<file path="config.mk">
export PLATFORM = sky130hd
export DESIGN_NAME = pmr_regs
export DESIGN_NICKNAME = d
export VERILOG_FILES = /design/src/include/pmr_pkg.sv /design/src/include/pmr_bus_if.sv /design/src/rtl/pmr_apb_slave.sv /design/src/rtl/pmr_regs.sv
export SDC_FILE = /design/constraint.sdc
export NUM_CORES = 1
export LEC_CHECK = 0
export BUFFER_PORTS_ARGS = -buffer_cell sky130_fd_sc_hd__buf_2
export CORE_MARGIN = 2
export CORE_UTILIZATION = 49
export DETAILED_ROUTE_END_ITERATION = 16
export MAX_ROUTING_LAYER = met4
export PLACE_DENSITY = 0.95
export SETUP_SLACK_MARGIN = 0.05
export SYNTH_ARGS = -nofsm -noshare
export SYNTH_HDL_FRONTEND = slang
export SYNTH_HIERARCHICAL = 1
export SYNTH_SLANG_ARGS = --single-unit
export TNS_END_PERCENT = 1
</file>
<file path="constraint.sdc">
create_clock -name ref_clk -period 2.6 [get_ports ref_clk]
set_input_delay 0.52 -clock ref_clk [delete_from_list [all_inputs] [get_ports ref_clk]]
set_output_delay 0.52 -clock ref_clk [all_outputs]
set_load 0.005 [all_outputs]
</file>
<file path="src/include/pmr_pkg.sv">
// Constants and types shared by the power management register bank.
// Assumes a 32-bit APB with byte addresses and one word per register.
package pmr_pkg;

    //////////////////////////////////////////////////////////////////////
    // Register byte offsets
    localparam logic [7:0] PMR_OFS_PM_CMD_STATUS = 8'h90;
    localparam logic [7:0] PMR_OFS_TX_WORK_PTR   = 8'h94;
    localparam logic [7:0] PMR_OFS_RX_WORK_PTR   = 8'h98;
    localparam logic [7:0] PMR_OFS_IRQ_STATUS    = 8'hC0;
    localparam logic [7:0] PMR_OFS_IRQ_MASK      = 8'hC4;

    //////////////////////////////////////////////////////////////////////
    // Power management command and status fields
    localparam int PMR_BIT_WAKE_STATUS  = 15;
    localparam int PMR_BIT_WAKE_ENABLE  = 8;
    localparam int PMR_SCALE_HI         = 14;
    localparam int PMR_SCALE_LO         = 13;
    localparam int PMR_SELECT_HI        = 12;
    localparam int PMR_SELECT_LO        = 9;
    localparam int PMR_STATE_HI         = 1;
    localparam int PMR_STATE_LO         = 0;
    localparam logic [1:0] PMR_SCALE_VALUE  = 2'h0;
    localparam logic [3:0] PMR_SELECT_VALUE = 4'h0;

    // Power state encodings
    localparam logic [1:0] PMR_STATE_D0    = 2'h0;
    localparam logic [1:0] PMR_STATE_D1    = 2'h1;
    localparam logic [1:0] PMR_STATE_D2    = 2'h2;
    localparam logic [1:0] PMR_STATE_D3HOT = 2'h3;

    // Reset values
    localparam logic [31:0] PMR_RESET_PM_CMD_STATUS = 32'h0000_0000;
    localparam logic [2:0]  PMR_RESET_IRQ           = 3'h0;

    //////////////////////////////////////////////////////////////////////
    // Interrupt status / mask bit positions
    localparam int PMR_IRQ_WAKE      = 0;
    localparam int PMR_IRQ_BAD_STATE = 1;
    localparam int PMR_IRQ_STATE_CHG = 2;
    localparam int PMR_IRQ_BITS      = 3;

    typedef enum {
        PMR_SEL_NONE,
        PMR_SEL_PM_CMD_STATUS,
        PMR_SEL_TX_WORK_PTR,
        PMR_SEL_RX_WORK_PTR,
        PMR_SEL_IRQ_STATUS,
        PMR_SEL_IRQ_MASK
    } pmr_sel_type;

    // Address decode, shared by the read mux and the write path
    function automatic pmr_sel_type pmr_decode(input logic [7:0] addr);
        pmr_sel_type sel;
        sel = PMR_SEL_NONE;
        if (addr == PMR_OFS_PM_CMD_STATUS) sel = PMR_SEL_PM_CMD_STATUS;
        if (addr == PMR_OFS_TX_WORK_PTR)   sel = PMR_SEL_TX_WORK_PTR;
        if (addr == PMR_OFS_RX_WORK_PTR)   sel = PMR_SEL_RX_WORK_PTR;
        if (addr == PMR_OFS_IRQ_STATUS)    sel = PMR_SEL_IRQ_STATUS;
        if (addr == PMR_OFS_IRQ_MASK)      sel = PMR_SEL_IRQ_MASK;
        return sel;
    endfunction : pmr_decode

endpackage : pmr_pkg

</file>
<file path="src/include/pmr_bus_if.sv">
// Internal register access path between the APB front end and the bank.
// Assumes both ends run on the same clock.
`timescale 1ns/100ps
interface pmr_bus_if;
    logic        wr_en;
    logic [7:0]  addr;
    logic [31:0] wdata;
    logic [3:0]  strb;
    logic [31:0] rdata;
    logic        hit;

    modport front (output wr_en, output addr, output wdata, output strb,
                   input rdata, input hit);
    modport bank  (input wr_en, input addr, input wdata, input strb,
                   output rdata, output hit);
endinterface : pmr_bus_if

</file>
<file path="src/rtl/pmr_apb_slave.sv">
// APB front end: one wait state, registered answer, error on unmapped.
// Assumes the bank answers rdata and hit combinationally from addr.
`timescale 1ns/100ps
module pmr_apb_slave
    import pmr_pkg::*;
(
    input  wire logic        ref_clk,
    input  wire logic        resetn,
    input  wire logic        psel,
    input  wire logic        penable,
    input  wire logic        pwrite,
    input  wire logic [7:0]  paddr,
    input  wire logic [31:0] pwdata,
    input  wire logic [3:0]  pstrb,
    output logic             pready,
    output logic [31:0]      prdata,
    output logic             pslverr,
    pmr_bus_if.front         bus
);

    typedef struct packed {
        logic        ready;
        logic [31:0] rdata;
        logic        err;
    } pmr_front_type;

    pmr_front_type state;
    pmr_front_type next_state;

    //////////////////////////////////////////////////////////////////////
    // Read data and error are sampled at the same edge that raises pready
    always_comb begin
        next_state       = state;
        next_state.ready = 1'b0;
        // Error only stands with pready, never beyond the transfer
        next_state.err   = 1'b0;
        if (psel && penable && !state.ready) begin
            next_state.ready = 1'b1;
            next_state.rdata = pwrite ? 32'h0000_0000 : bus.rdata;
            next_state.err   = !bus.hit;
        end
    end

    // Write lands at the completing edge only
    assign bus.wr_en = psel && penable && pwrite && state.ready && !state.err;
    assign bus.addr  = paddr;
    assign bus.wdata = pwdata;
    assign bus.strb  = pstrb;

    always_ff @(posedge ref_clk or negedge resetn) begin
        if (!resetn) begin
            state <= '0;
        end else begin
            state <= next_state;
        end
    end

    assign pready  = state.ready;
    assign prdata  = state.rdata;
    assign pslverr = state.err;

endmodule : pmr_apb_slave

</file>
<file path="src/rtl/pmr_regs.sv">
// Power management command/status and working descriptor pointer bank.
// Assumes APB from the host, wake events and pointers from same-clock logic.
//
// Notes on behaviour
// - Wake event sets wake status regardless of enable
// - Write one clears wake status; zero ignored
// - Wake status resets to zero
// - Scale and select fields always read zero
// - Two-bit power state, read and written
// - Unsupported state write discarded, bus completes
// - Transmit working pointer readable, 32 bits
// - Receive working pointer readable, 32 bits
// - Config space view mirrors the register
`timescale 1ns/100ps
module pmr_regs
    import pmr_pkg::*;
#(
    // Bit n set: power state n may be entered by a write
    parameter logic [3:0] SUPPORTED_STATES = 4'h9
) (
    input  wire logic        ref_clk,
    input  wire logic        resetn,
    input  wire logic        psel,
    input  wire logic        penable,
    input  wire logic        pwrite,
    input  wire logic [7:0]  paddr,
    input  wire logic [31:0] pwdata,
    input  wire logic [3:0]  pstrb,
    output logic             pready,
    output logic [31:0]      prdata,
    output logic             pslverr,
    input  wire logic        wake_event,
    input  wire logic [31:0] tx_working_desc_ptr,
    input  wire logic [31:0] rx_working_desc_ptr,
    output logic             wake_event_out_n,
    output logic [31:0]      config_space_pm_mirror,
    output logic [1:0]       power_state_field,
    output logic             irq
);

    //////////////////////////////////////////////////////////////////////
    // Parameter check

    generate
        if (!SUPPORTED_STATES[PMR_STATE_D0]) begin : g_bad_states
            $error("pmr_regs: state D0 must always be supported");
        end
    endgenerate

    //////////////////////////////////////////////////////////////////////
    // Front end

    pmr_bus_if bus ();

    pmr_apb_slave u_front (
        .ref_clk (ref_clk),
        .resetn  (resetn),
        .psel    (psel),
        .penable (penable),
        .pwrite  (pwrite),
        .paddr   (paddr),
        .pwdata  (pwdata),
        .pstrb   (pstrb),
        .pready  (pready),
        .prdata  (prdata),
        .pslverr (pslverr),
        .bus     (bus)
    );

    //////////////////////////////////////////////////////////////////////
    // State

    typedef struct packed {
        logic                    wake_event_status;
        logic                    wake_output_enable;
        logic [1:0]              power_state_field;
        logic [PMR_IRQ_BITS-1:0] irq_status;
        logic [PMR_IRQ_BITS-1:0] irq_mask;
        logic                    wake_out_n;
        logic [31:0]             mirror;
        logic                    irq;
    } pmr_state_type;

    pmr_state_type state;
    pmr_state_type next_state;

    // Assembled word of the command/status register
    function automatic logic [31:0] pmr_pack_pmcsr(input logic       status,
                                                   input logic       enable,
                                                   input logic [1:0] pstate);
        logic [31:0] word;
        word = 32'h0000_0000;
        word[PMR_BIT_WAKE_STATUS]          = status;
        word[PMR_SCALE_HI:PMR_SCALE_LO]    = PMR_SCALE_VALUE;
        word[PMR_SELECT_HI:PMR_SELECT_LO]  = PMR_SELECT_VALUE;
        word[PMR_BIT_WAKE_ENABLE]          = enable;
        word[PMR_STATE_HI:PMR_STATE_LO]    = pstate;
        return word;
    endfunction : pmr_pack_pmcsr

    //////////////////////////////////////////////////////////////////////
    // Read side

    pmr_sel_type sel;
    logic [31:0] pmcsr_word;

    always_comb begin
        sel        = pmr_decode(bus.addr);
        pmcsr_word = pmr_pack_pmcsr(state.wake_event_status,
                                    state.wake_output_enable,
                                    state.power_state_field);
        bus.hit    = (sel != PMR_SEL_NONE);
        unique case (sel)
            PMR_SEL_PM_CMD_STATUS: begin
                bus.rdata = pmcsr_word;
            end
            PMR_SEL_TX_WORK_PTR: begin
                bus.rdata = tx_working_desc_ptr;
            end
            PMR_SEL_RX_WORK_PTR: begin
                bus.rdata = rx_working_desc_ptr;
            end
            PMR_SEL_IRQ_STATUS: begin
                bus.rdata = {{(32-PMR_IRQ_BITS){1'b0}}, state.irq_status};
            end
            PMR_SEL_IRQ_MASK: begin
                bus.rdata = {{(32-PMR_IRQ_BITS){1'b0}}, state.irq_mask};
            end
            PMR_SEL_NONE: begin
                bus.rdata = 32'h0000_0000;
            end
        endcase
    end

    //////////////////////////////////////////////////////////////////////
    // Write side and events

    logic                    wr_pm;
    logic                    wr_stat;
    logic                    wr_mask;
    logic [1:0]              req_state;
    logic                    state_ok;
    logic                    state_write;
    logic [PMR_IRQ_BITS-1:0] irq_set;

    always_comb begin
        next_state  = state;
        wr_pm       = bus.wr_en && (sel == PMR_SEL_PM_CMD_STATUS);
        wr_stat     = bus.wr_en && (sel == PMR_SEL_IRQ_STATUS) && bus.strb[0];
        wr_mask     = bus.wr_en && (sel == PMR_SEL_IRQ_MASK) && bus.strb[0];
        req_state   = bus.wdata[PMR_STATE_HI:PMR_STATE_LO];
        state_ok    = SUPPORTED_STATES[req_state];
        state_write = wr_pm && bus.strb[0];
        irq_set     = '0;

        // Clear first so that a same-cycle event still sets
        if (wr_pm && bus.strb[1] && bus.wdata[PMR_BIT_WAKE_STATUS]) begin
            next_state.wake_event_status = 1'b0;
        end
        if (wake_event) begin
            next_state.wake_event_status = 1'b1;
            irq_set[PMR_IRQ_WAKE]        = 1'b1;
        end

        if (wr_pm && bus.strb[1]) begin
            next_state.wake_output_enable = bus.wdata[PMR_BIT_WAKE_ENABLE];
        end

        // Unsupported state: the bus still completes, the value is dropped
        if (state_write) begin
            if (state_ok) begin
                next_state.power_state_field = req_state;
                if (req_state != state.power_state_field) begin
                    irq_set[PMR_IRQ_STATE_CHG] = 1'b1;
                end
            end else begin
                irq_set[PMR_IRQ_BAD_STATE] = 1'b1;
            end
        end

        // Sticky status, write one to clear, set wins
        if (wr_stat) begin
            next_state.irq_status = state.irq_status & ~bus.wdata[PMR_IRQ_BITS-1:0];
        end
        next_state.irq_status = next_state.irq_status | irq_set;
        if (wr_mask) begin
            next_state.irq_mask = bus.wdata[PMR_IRQ_BITS-1:0];
        end

        next_state.irq = |(next_state.irq_status & next_state.irq_mask);

        next_state.wake_out_n = !(next_state.wake_event_status
                                  && next_state.wake_output_enable);

        next_state.mirror = pmr_pack_pmcsr(next_state.wake_event_status,
                                           next_state.wake_output_enable,
                                           next_state.power_state_field);
    end

    //////////////////////////////////////////////////////////////////////
    // Registers

    always_ff @(posedge ref_clk or negedge resetn) begin
        if (!resetn) begin
            state.wake_event_status  <= PMR_RESET_PM_CMD_STATUS[PMR_BIT_WAKE_STATUS];
            state.wake_output_enable <= PMR_RESET_PM_CMD_STATUS[PMR_BIT_WAKE_ENABLE];
            state.power_state_field  <= PMR_RESET_PM_CMD_STATUS[PMR_STATE_HI:PMR_STATE_LO];
            state.irq_status         <= PMR_RESET_IRQ;
            state.irq_mask           <= PMR_RESET_IRQ;
            state.wake_out_n         <= 1'b1;
            state.mirror             <= PMR_RESET_PM_CMD_STATUS;
            state.irq                <= 1'b0;
        end else begin
            state <= next_state;
        end
    end

    assign wake_event_out_n       = state.wake_out_n;
    assign config_space_pm_mirror = state.mirror;
    assign power_state_field      = state.power_state_field;
    assign irq                    = state.irq;

endmodule : pmr_regs

</file>
==> run metrics, run 1 <==
logic gate share of total power 0.126; critical path peak fanout 27; Sink Count 46; total number of yosys warnings 6; P&R area growth vs syn 16.7%; Top delay family on crit path simple AND/OR/NAND/NOR gates; post-layout utilization of the core 0.587; minimum clock period after layout between 2 and 2.5 ns; mapped cell area 3160 µm²; Switch Pwr 0.000319 W; initial antenna violation count 0; fraction of layout instances using a drive strength above 1 0.467; Worst EP arrival 2.30 ns; drt drc 0; # rows 29; commonest non-fill, non-tap cell in the layout buf_2; status finished, final reports clean; fillcell total ~500; Worst Tran Pin Value 1.02 ns; Boundary Pins 184; vias in the first global route approximately 2400; Detailed Route WL 7250 µm; switching part of the total power 0.240; Clock Pin Slew Worst Setup and Hold Paths 0.09 ns; power density over the cells 361 nW/µm²; Post-DP Area 3590 µm²; vias 2509; Final nets 521; Final ANT Viol Nets 0; CTS H-tree depth 2; Startpoint Class primary input; setup slack after layout 0.533 ns; DRT iter0 DRCs 110; GRT Resource Usage Total 0.208; Vias/cell 5.18; number of post-CTS setup repair buffers 0; port bufs around 130; P_int 0.00101 W; Die X 84.3 µm; largest net degree at the start of global routing 47; Clock Tree Root clkbuf_8; Clk pwr share 0.331; Congestion Overflow GR 0; clk_skew 0.00964 ns; core area 6280 µm²; RSZ-0062 raised after global routing false; crit end category register; Flop pwr share 0.543; Avg Inst Size Synth 10.4 µm²; Clock Latency Late Sink between 0.2 and 0.3 ns; global placement routability congestion 0.893; cell area after layout 3680 µm²; DIE HEIGHT between 80 and 90 µm; setup TNS 0 ns; Max clock buf depth 2; DIE AREA 7100 µm²; Peak Freq 484 MHz; first-pass GRT wire length between 10000 and 15000 µm; Syn Inst Count 304; Slowest cell on crit path and4bb_1; Slew Viols, Final 0; CP Data Required Time 2.84 ns; crit path kind in2reg; 1st-pass router iterations 4; Final Hold Vio Count 0; maxcap violations 0; cts bufs inserted 5; Initial Utilization 0.503; Hold/Removal Path Class in2async; P_leak 1.99 nW; Setup-failing EPs final 0; ant diodes 0; Hold-fix buffers, CTS 0; WL per Instance 15.0 µm; most frequent cells in the layout 126 x buf_2, 45 x dfrtp_1, 35 x nor2_1, 33 x nor2b_1; CTS tree done; fin crit share 0.795; peak supply drop 285 µV; PostCTS Resize Cnt 0; worst rel slew slack 0.317; max incr delay on CP 0.38 ns; worst hold slack 0.398 ns; pre-CTS setup slack about 0.26 ns; Buf+Inv Stages, Crit Path 2; crit path cell chain buf_2 -> and4bb_1 -> and2_1 -> buf_4 -> a22oi_1 -> nor2_1 -> nor2b_1 -> mux2_4; HPWL Detailed 5470 µm
## final cells by class
type | count | area, µm² | share of cell area
Timing Repair Buffer | 136 | 731 | 0.198
Multi-Input combinational cell | 211 | 1590 | 0.432
Clock inverter | 1 | 5.00 | 0.00136
Tap cell | 77 | 96.3 | 0.0262
Sequential cell | 46 | 1150 | 0.313
Clock buffer | 7 | 86.3 | 0.0234
Inverter | 6 | 22.5 | 0.00611
## routing by layer
| metal | up-vias | track usage | wire length (µm) |
|---|---|---|---|
| li1 | 1186 | - | - |
| met1 | 1197 | 0.264 | 3000 |
| met2 | 122 | 0.359 | 3720 |
| met3 | 4 | 0.0265 | 479 |
| met4 | 0 | 0.0425 | 48 |
| met5 | - | - | 0 |
## final timing paths
check / from / endpoint / slack, ns / depth (start not counted)
min in group ref_clk: wake_event / config_space_pm_mirror[15]$_DFF_PN0_ / 0.47 / 2
setup reg to reg: u_front/pready$_DFF_PN0_ / power_state_field[0]$_DFFE_PN0P_ / 0.77 / 5
hold reg to reg: u_front/prdata[8]$_DFFE_PN0P_ / u_front/prdata[8]$_DFFE_PN0P_ / 0.51 / 1
setup / recovery: paddr[6] / u_front/prdata[18]$_DFFE_PN0P_ / 0.53 / 8
hold / removal: resetn / config_space_pm_mirror[8]$_DFF_PN0_ / 0.40 / 1
max in group asynchronous: resetn / u_front/prdata[12]$_DFFE_PN0P_ / 1.56 / 1
## per-stage QoR
stage               power (W)  cells
floorplan            0.000861    331
global placement     0.000898    476
detailed placement   0.000903    476
CTS                   0.00135    484
global route          0.00139    484
finish                0.00133    484
## power groups by stage
stage | clock, W | sequential [W] | combinational [W]
CTS | 0.000457 | 0.000722 | 0.000168
global placement | 0 | 0.000736 | 0.000162
finish | 0.000440 | 0.000722 | 0.000168
global route | 0.000486 | 0.000722 | 0.000184
floorplan | 0 | 0.000736 | 0.000125
detailed placement | 0 | 0.000736 | 0.000167
## sequential cells by signal, indices dropped and copies added (netlist names)
name / count
irq: 1
state: 6
u_front/pslverr: 1
u_front/pready: 1
power_state_field: 1
config_space_pm_mirror: 3
wake_event_out_n: 1
u_front/prdata: 32
No activity file was read; power rests on OpenSTA's default activity.
==> inputs of run 2 (changes only) <==
--- a/config.mk
+++ b/config.mk
@@ -5,12 +5,13 @@
 export SDC_FILE = /design/constraint.sdc
 export NUM_CORES = 1
 export LEC_CHECK = 0
+export ABC_AREA = 1
 export BUFFER_PORTS_ARGS = -buffer_cell sky130_fd_sc_hd__buf_2
 export CORE_MARGIN = 2
-export CORE_UTILIZATION = 49
+export CORE_UTILIZATION = 46
 export DETAILED_ROUTE_END_ITERATION = 16
 export MAX_ROUTING_LAYER = met4
-export PLACE_DENSITY = 0.95
+export PLACE_DENSITY = 0.92
 export SETUP_SLACK_MARGIN = 0.05
 export SYNTH_ARGS = -nofsm -noshare
 export SYNTH_HDL_FRONTEND = slang
==> constraint.sdc (replaced) <==
create_clock -name ref_clk -period 1.94 [get_ports ref_clk]
set_input_delay 0.388 -clock ref_clk [delete_from_list [all_inputs] [get_ports ref_clk]]
set_output_delay 0.388 -clock ref_clk [all_outputs]
set_load 0.005 [all_outputs]
==> run metrics, run 2 <==
cell mode on critical path nand2_1; Hold-fix buffers, CTS 0 (unchanged); crit path cell chain nand2_1 -> nor3_1 -> buf_4 -> nand2_1 -> inv_1 -> nand2_1 -> nand2_1 -> nand2_1 -> nand2_1 -> nand3_1; crit end category register; Peak Freq 609 MHz; CTS tree done; Post-DP Area 3690 µm² (+2.9%); max incr delay on CP 0.42 ns (+0.04 ns); fraction of layout instances using a drive strength above 1 0.293 (-0.174); Vias/cell 4.88 (-5.9%); Final ANT Viol Nets 0 (unchanged); power density over the cells 514 nW/µm² (+43%); HPWL Detailed 6340 µm (+16%); Final Hold Vio Count 0 (unchanged); # rows 30 (+3.4%); vias 3104 (+24%); clk_skew 0.0100 ns (+0.000370 ns); placed cells 628 (+32%); Non-Filler Instances 636 (+31%); maxcap violations 0 (unchanged); Max clock buf depth 2 (unchanged); Hold/Removal Path Class in2async; DRT iter0 DRCs 130 (+18%); commonest non-fill, non-tap cell in the layout nand2_1; mapped cell area 3180 µm² (+0.79%); CTS H-tree depth 2 (unchanged); Final nets 670 (+29%); vias in the first global route 2856 (+18%); peak supply drop 261 µV (-8.4%); Setup-failing EPs final 0 (unchanged); Worst EP arrival 1.83 ns (-0.47 ns); Slew Viols, Final 0 (unchanged); total number of yosys warnings 6 (unchanged); initial antenna violation count 0 (unchanged); Avg Inst Size Synth 7.12 µm² (-31%); Congestion Overflow GR 0 (unchanged); fin crit share 0.847; core area 6760 µm² (+7.6%); Clock Tree Root clkbuf_8; port bufs 126 (unchanged); drt drc 0 (unchanged); RSZ-0062 raised after global routing false; Detailed Route WL 8250 µm (+14%); ant diodes 0 (unchanged); minimum clock period after layout approximately 1.6 ns; cell area after layout 3810 µm² (+3.5%); R2R setup slack 0.30 ns (-0.47 ns); P&R area growth vs syn 19.8%; DIE HEIGHT 87.2 µm (+3.4%); number of post-CTS setup repair buffers 0 (unchanged); crit path kind reg2reg; WL per Instance 13.0 µm (-13%); Die X 87.2 µm (+3.4%); Slowest cell on crit path dfrtp_1; P_leak 2.18 nW (+9.6%); Syn Inst Count 447 (+47%); Clock Latency Late Sink 0.29 ns (about the same); GRT Resource Usage Total 0.226 (+0.0181); DIE AREA 7600 µm² (+7.0%); Boundary Pins 184 (unchanged); CP Data Required Time 2.13 ns (-0.71 ns); largest net degree at the start of global routing 34 (-28%); first-pass GRT wire length 13200 µm (+13%); number of flip-flops in the largest register 32 (unchanged); Initial Utilization 0.471 (-0.0320); cts bufs inserted 5 (unchanged); Sink Count 46 (unchanged); Startpoint Class register; global placement routability congestion 0.801 (-10%); setup TNS 0 ns (unchanged); status finished, final reports clean; PostCTS Resize Cnt 0 (unchanged); 1st-pass router iterations 4 (unchanged); critical path peak fanout 6 (-78%); Clock Pin Slew Worst Setup and Hold Paths 0.09 ns (about the same); most frequent cells in the layout 160 x nand2_1, 126 x buf_2, 49 x inv_1, 45 x dfrtp_1, 42 x nor2_1
[run 2: changes by cell type in the layout (fill, tap and decap cells not counted), moves of 7 or more]
cell,change
nand2_1,+156
inv_1,+43
nor2b_1,-33
mux2_4,-28
a22oi_1,-27
a32o_1,+18
nand3_1,+14
a21oi_1,+11
mux2_2,-7
nand4_1,+7
nor2_1,+7
[run 2: per-layer routing]
metal	vias up	global-route usage	routed length, µm
li1	1533	-	-
met1	1405	0.273	3380
met2	152	0.393	4120
met3	14	0.0360	614
met4	0	0.0615	136
met5	-	-	0
[run 2: layout make-up]
type | count | area (µm²)
fill | 638 | 2950
multi-input combinational | 308 | 1460
sequential | 46 | 1150
timing repair buffer | 142 | 788
inverter | 52 | 195
tap | 80 | 100
clock buffer | 7 | 86.3
clock inverter | 1 | 30.0
[run 2: through the flow]
stage	hold WS [ns]	power (W)	worst slack (ns)	util
detailed placement	0.368	0.00124	0.121	0.547
CTS	0.0484	0.00198	0.311	0.564
finish	0.0384	0.00196	0.297	0.564
global placement	0.362	0.00124	0.148	0.547
global route	0.0684	0.00205	0.123	0.564
floorplan	0.0924	0.00116	0.239	-
[run 2: report_power, final]
part / internal [W] / switching (W)
Sequential: 0.000963 / 0.00000355
Clock: 0.000420 / 0.000318
Combinational: 0.000100 / 0.000155
[run 2: worst max-delay path: cells and delay by family, from the launching register on]
| family | cells | cell delay, ns |
|---|---|---|
| flip-flops | 1 | 0.42 |
| buffers and inverters | 2 | 0.38 |
| AND/OR/NAND/NOR | 8 | 0.74 |
[run 2: worst paths after layout]
path / from / endpoint / cells past startpoint
worst min-delay path: resetn / irq$_DFF_PN0_ / 1
worst min register to register: u_front/prdata[22]$_DFFE_PN0P_ / u_front/prdata[22]$_DFFE_PN0P_ / 2
worst max register to register: u_front/pready$_DFF_PN0_ / irq$_DFF_PN0_ / 10
min in group ref_clk: wake_event / config_space_pm_mirror[15]$_DFF_PN0_ / 3
worst max-delay path: u_front/pready$_DFF_PN0_ / irq$_DFF_PN0_ / 10
max in group asynchronous: resetn / u_front/prdata[4]$_DFFE_PN0P_ / 2
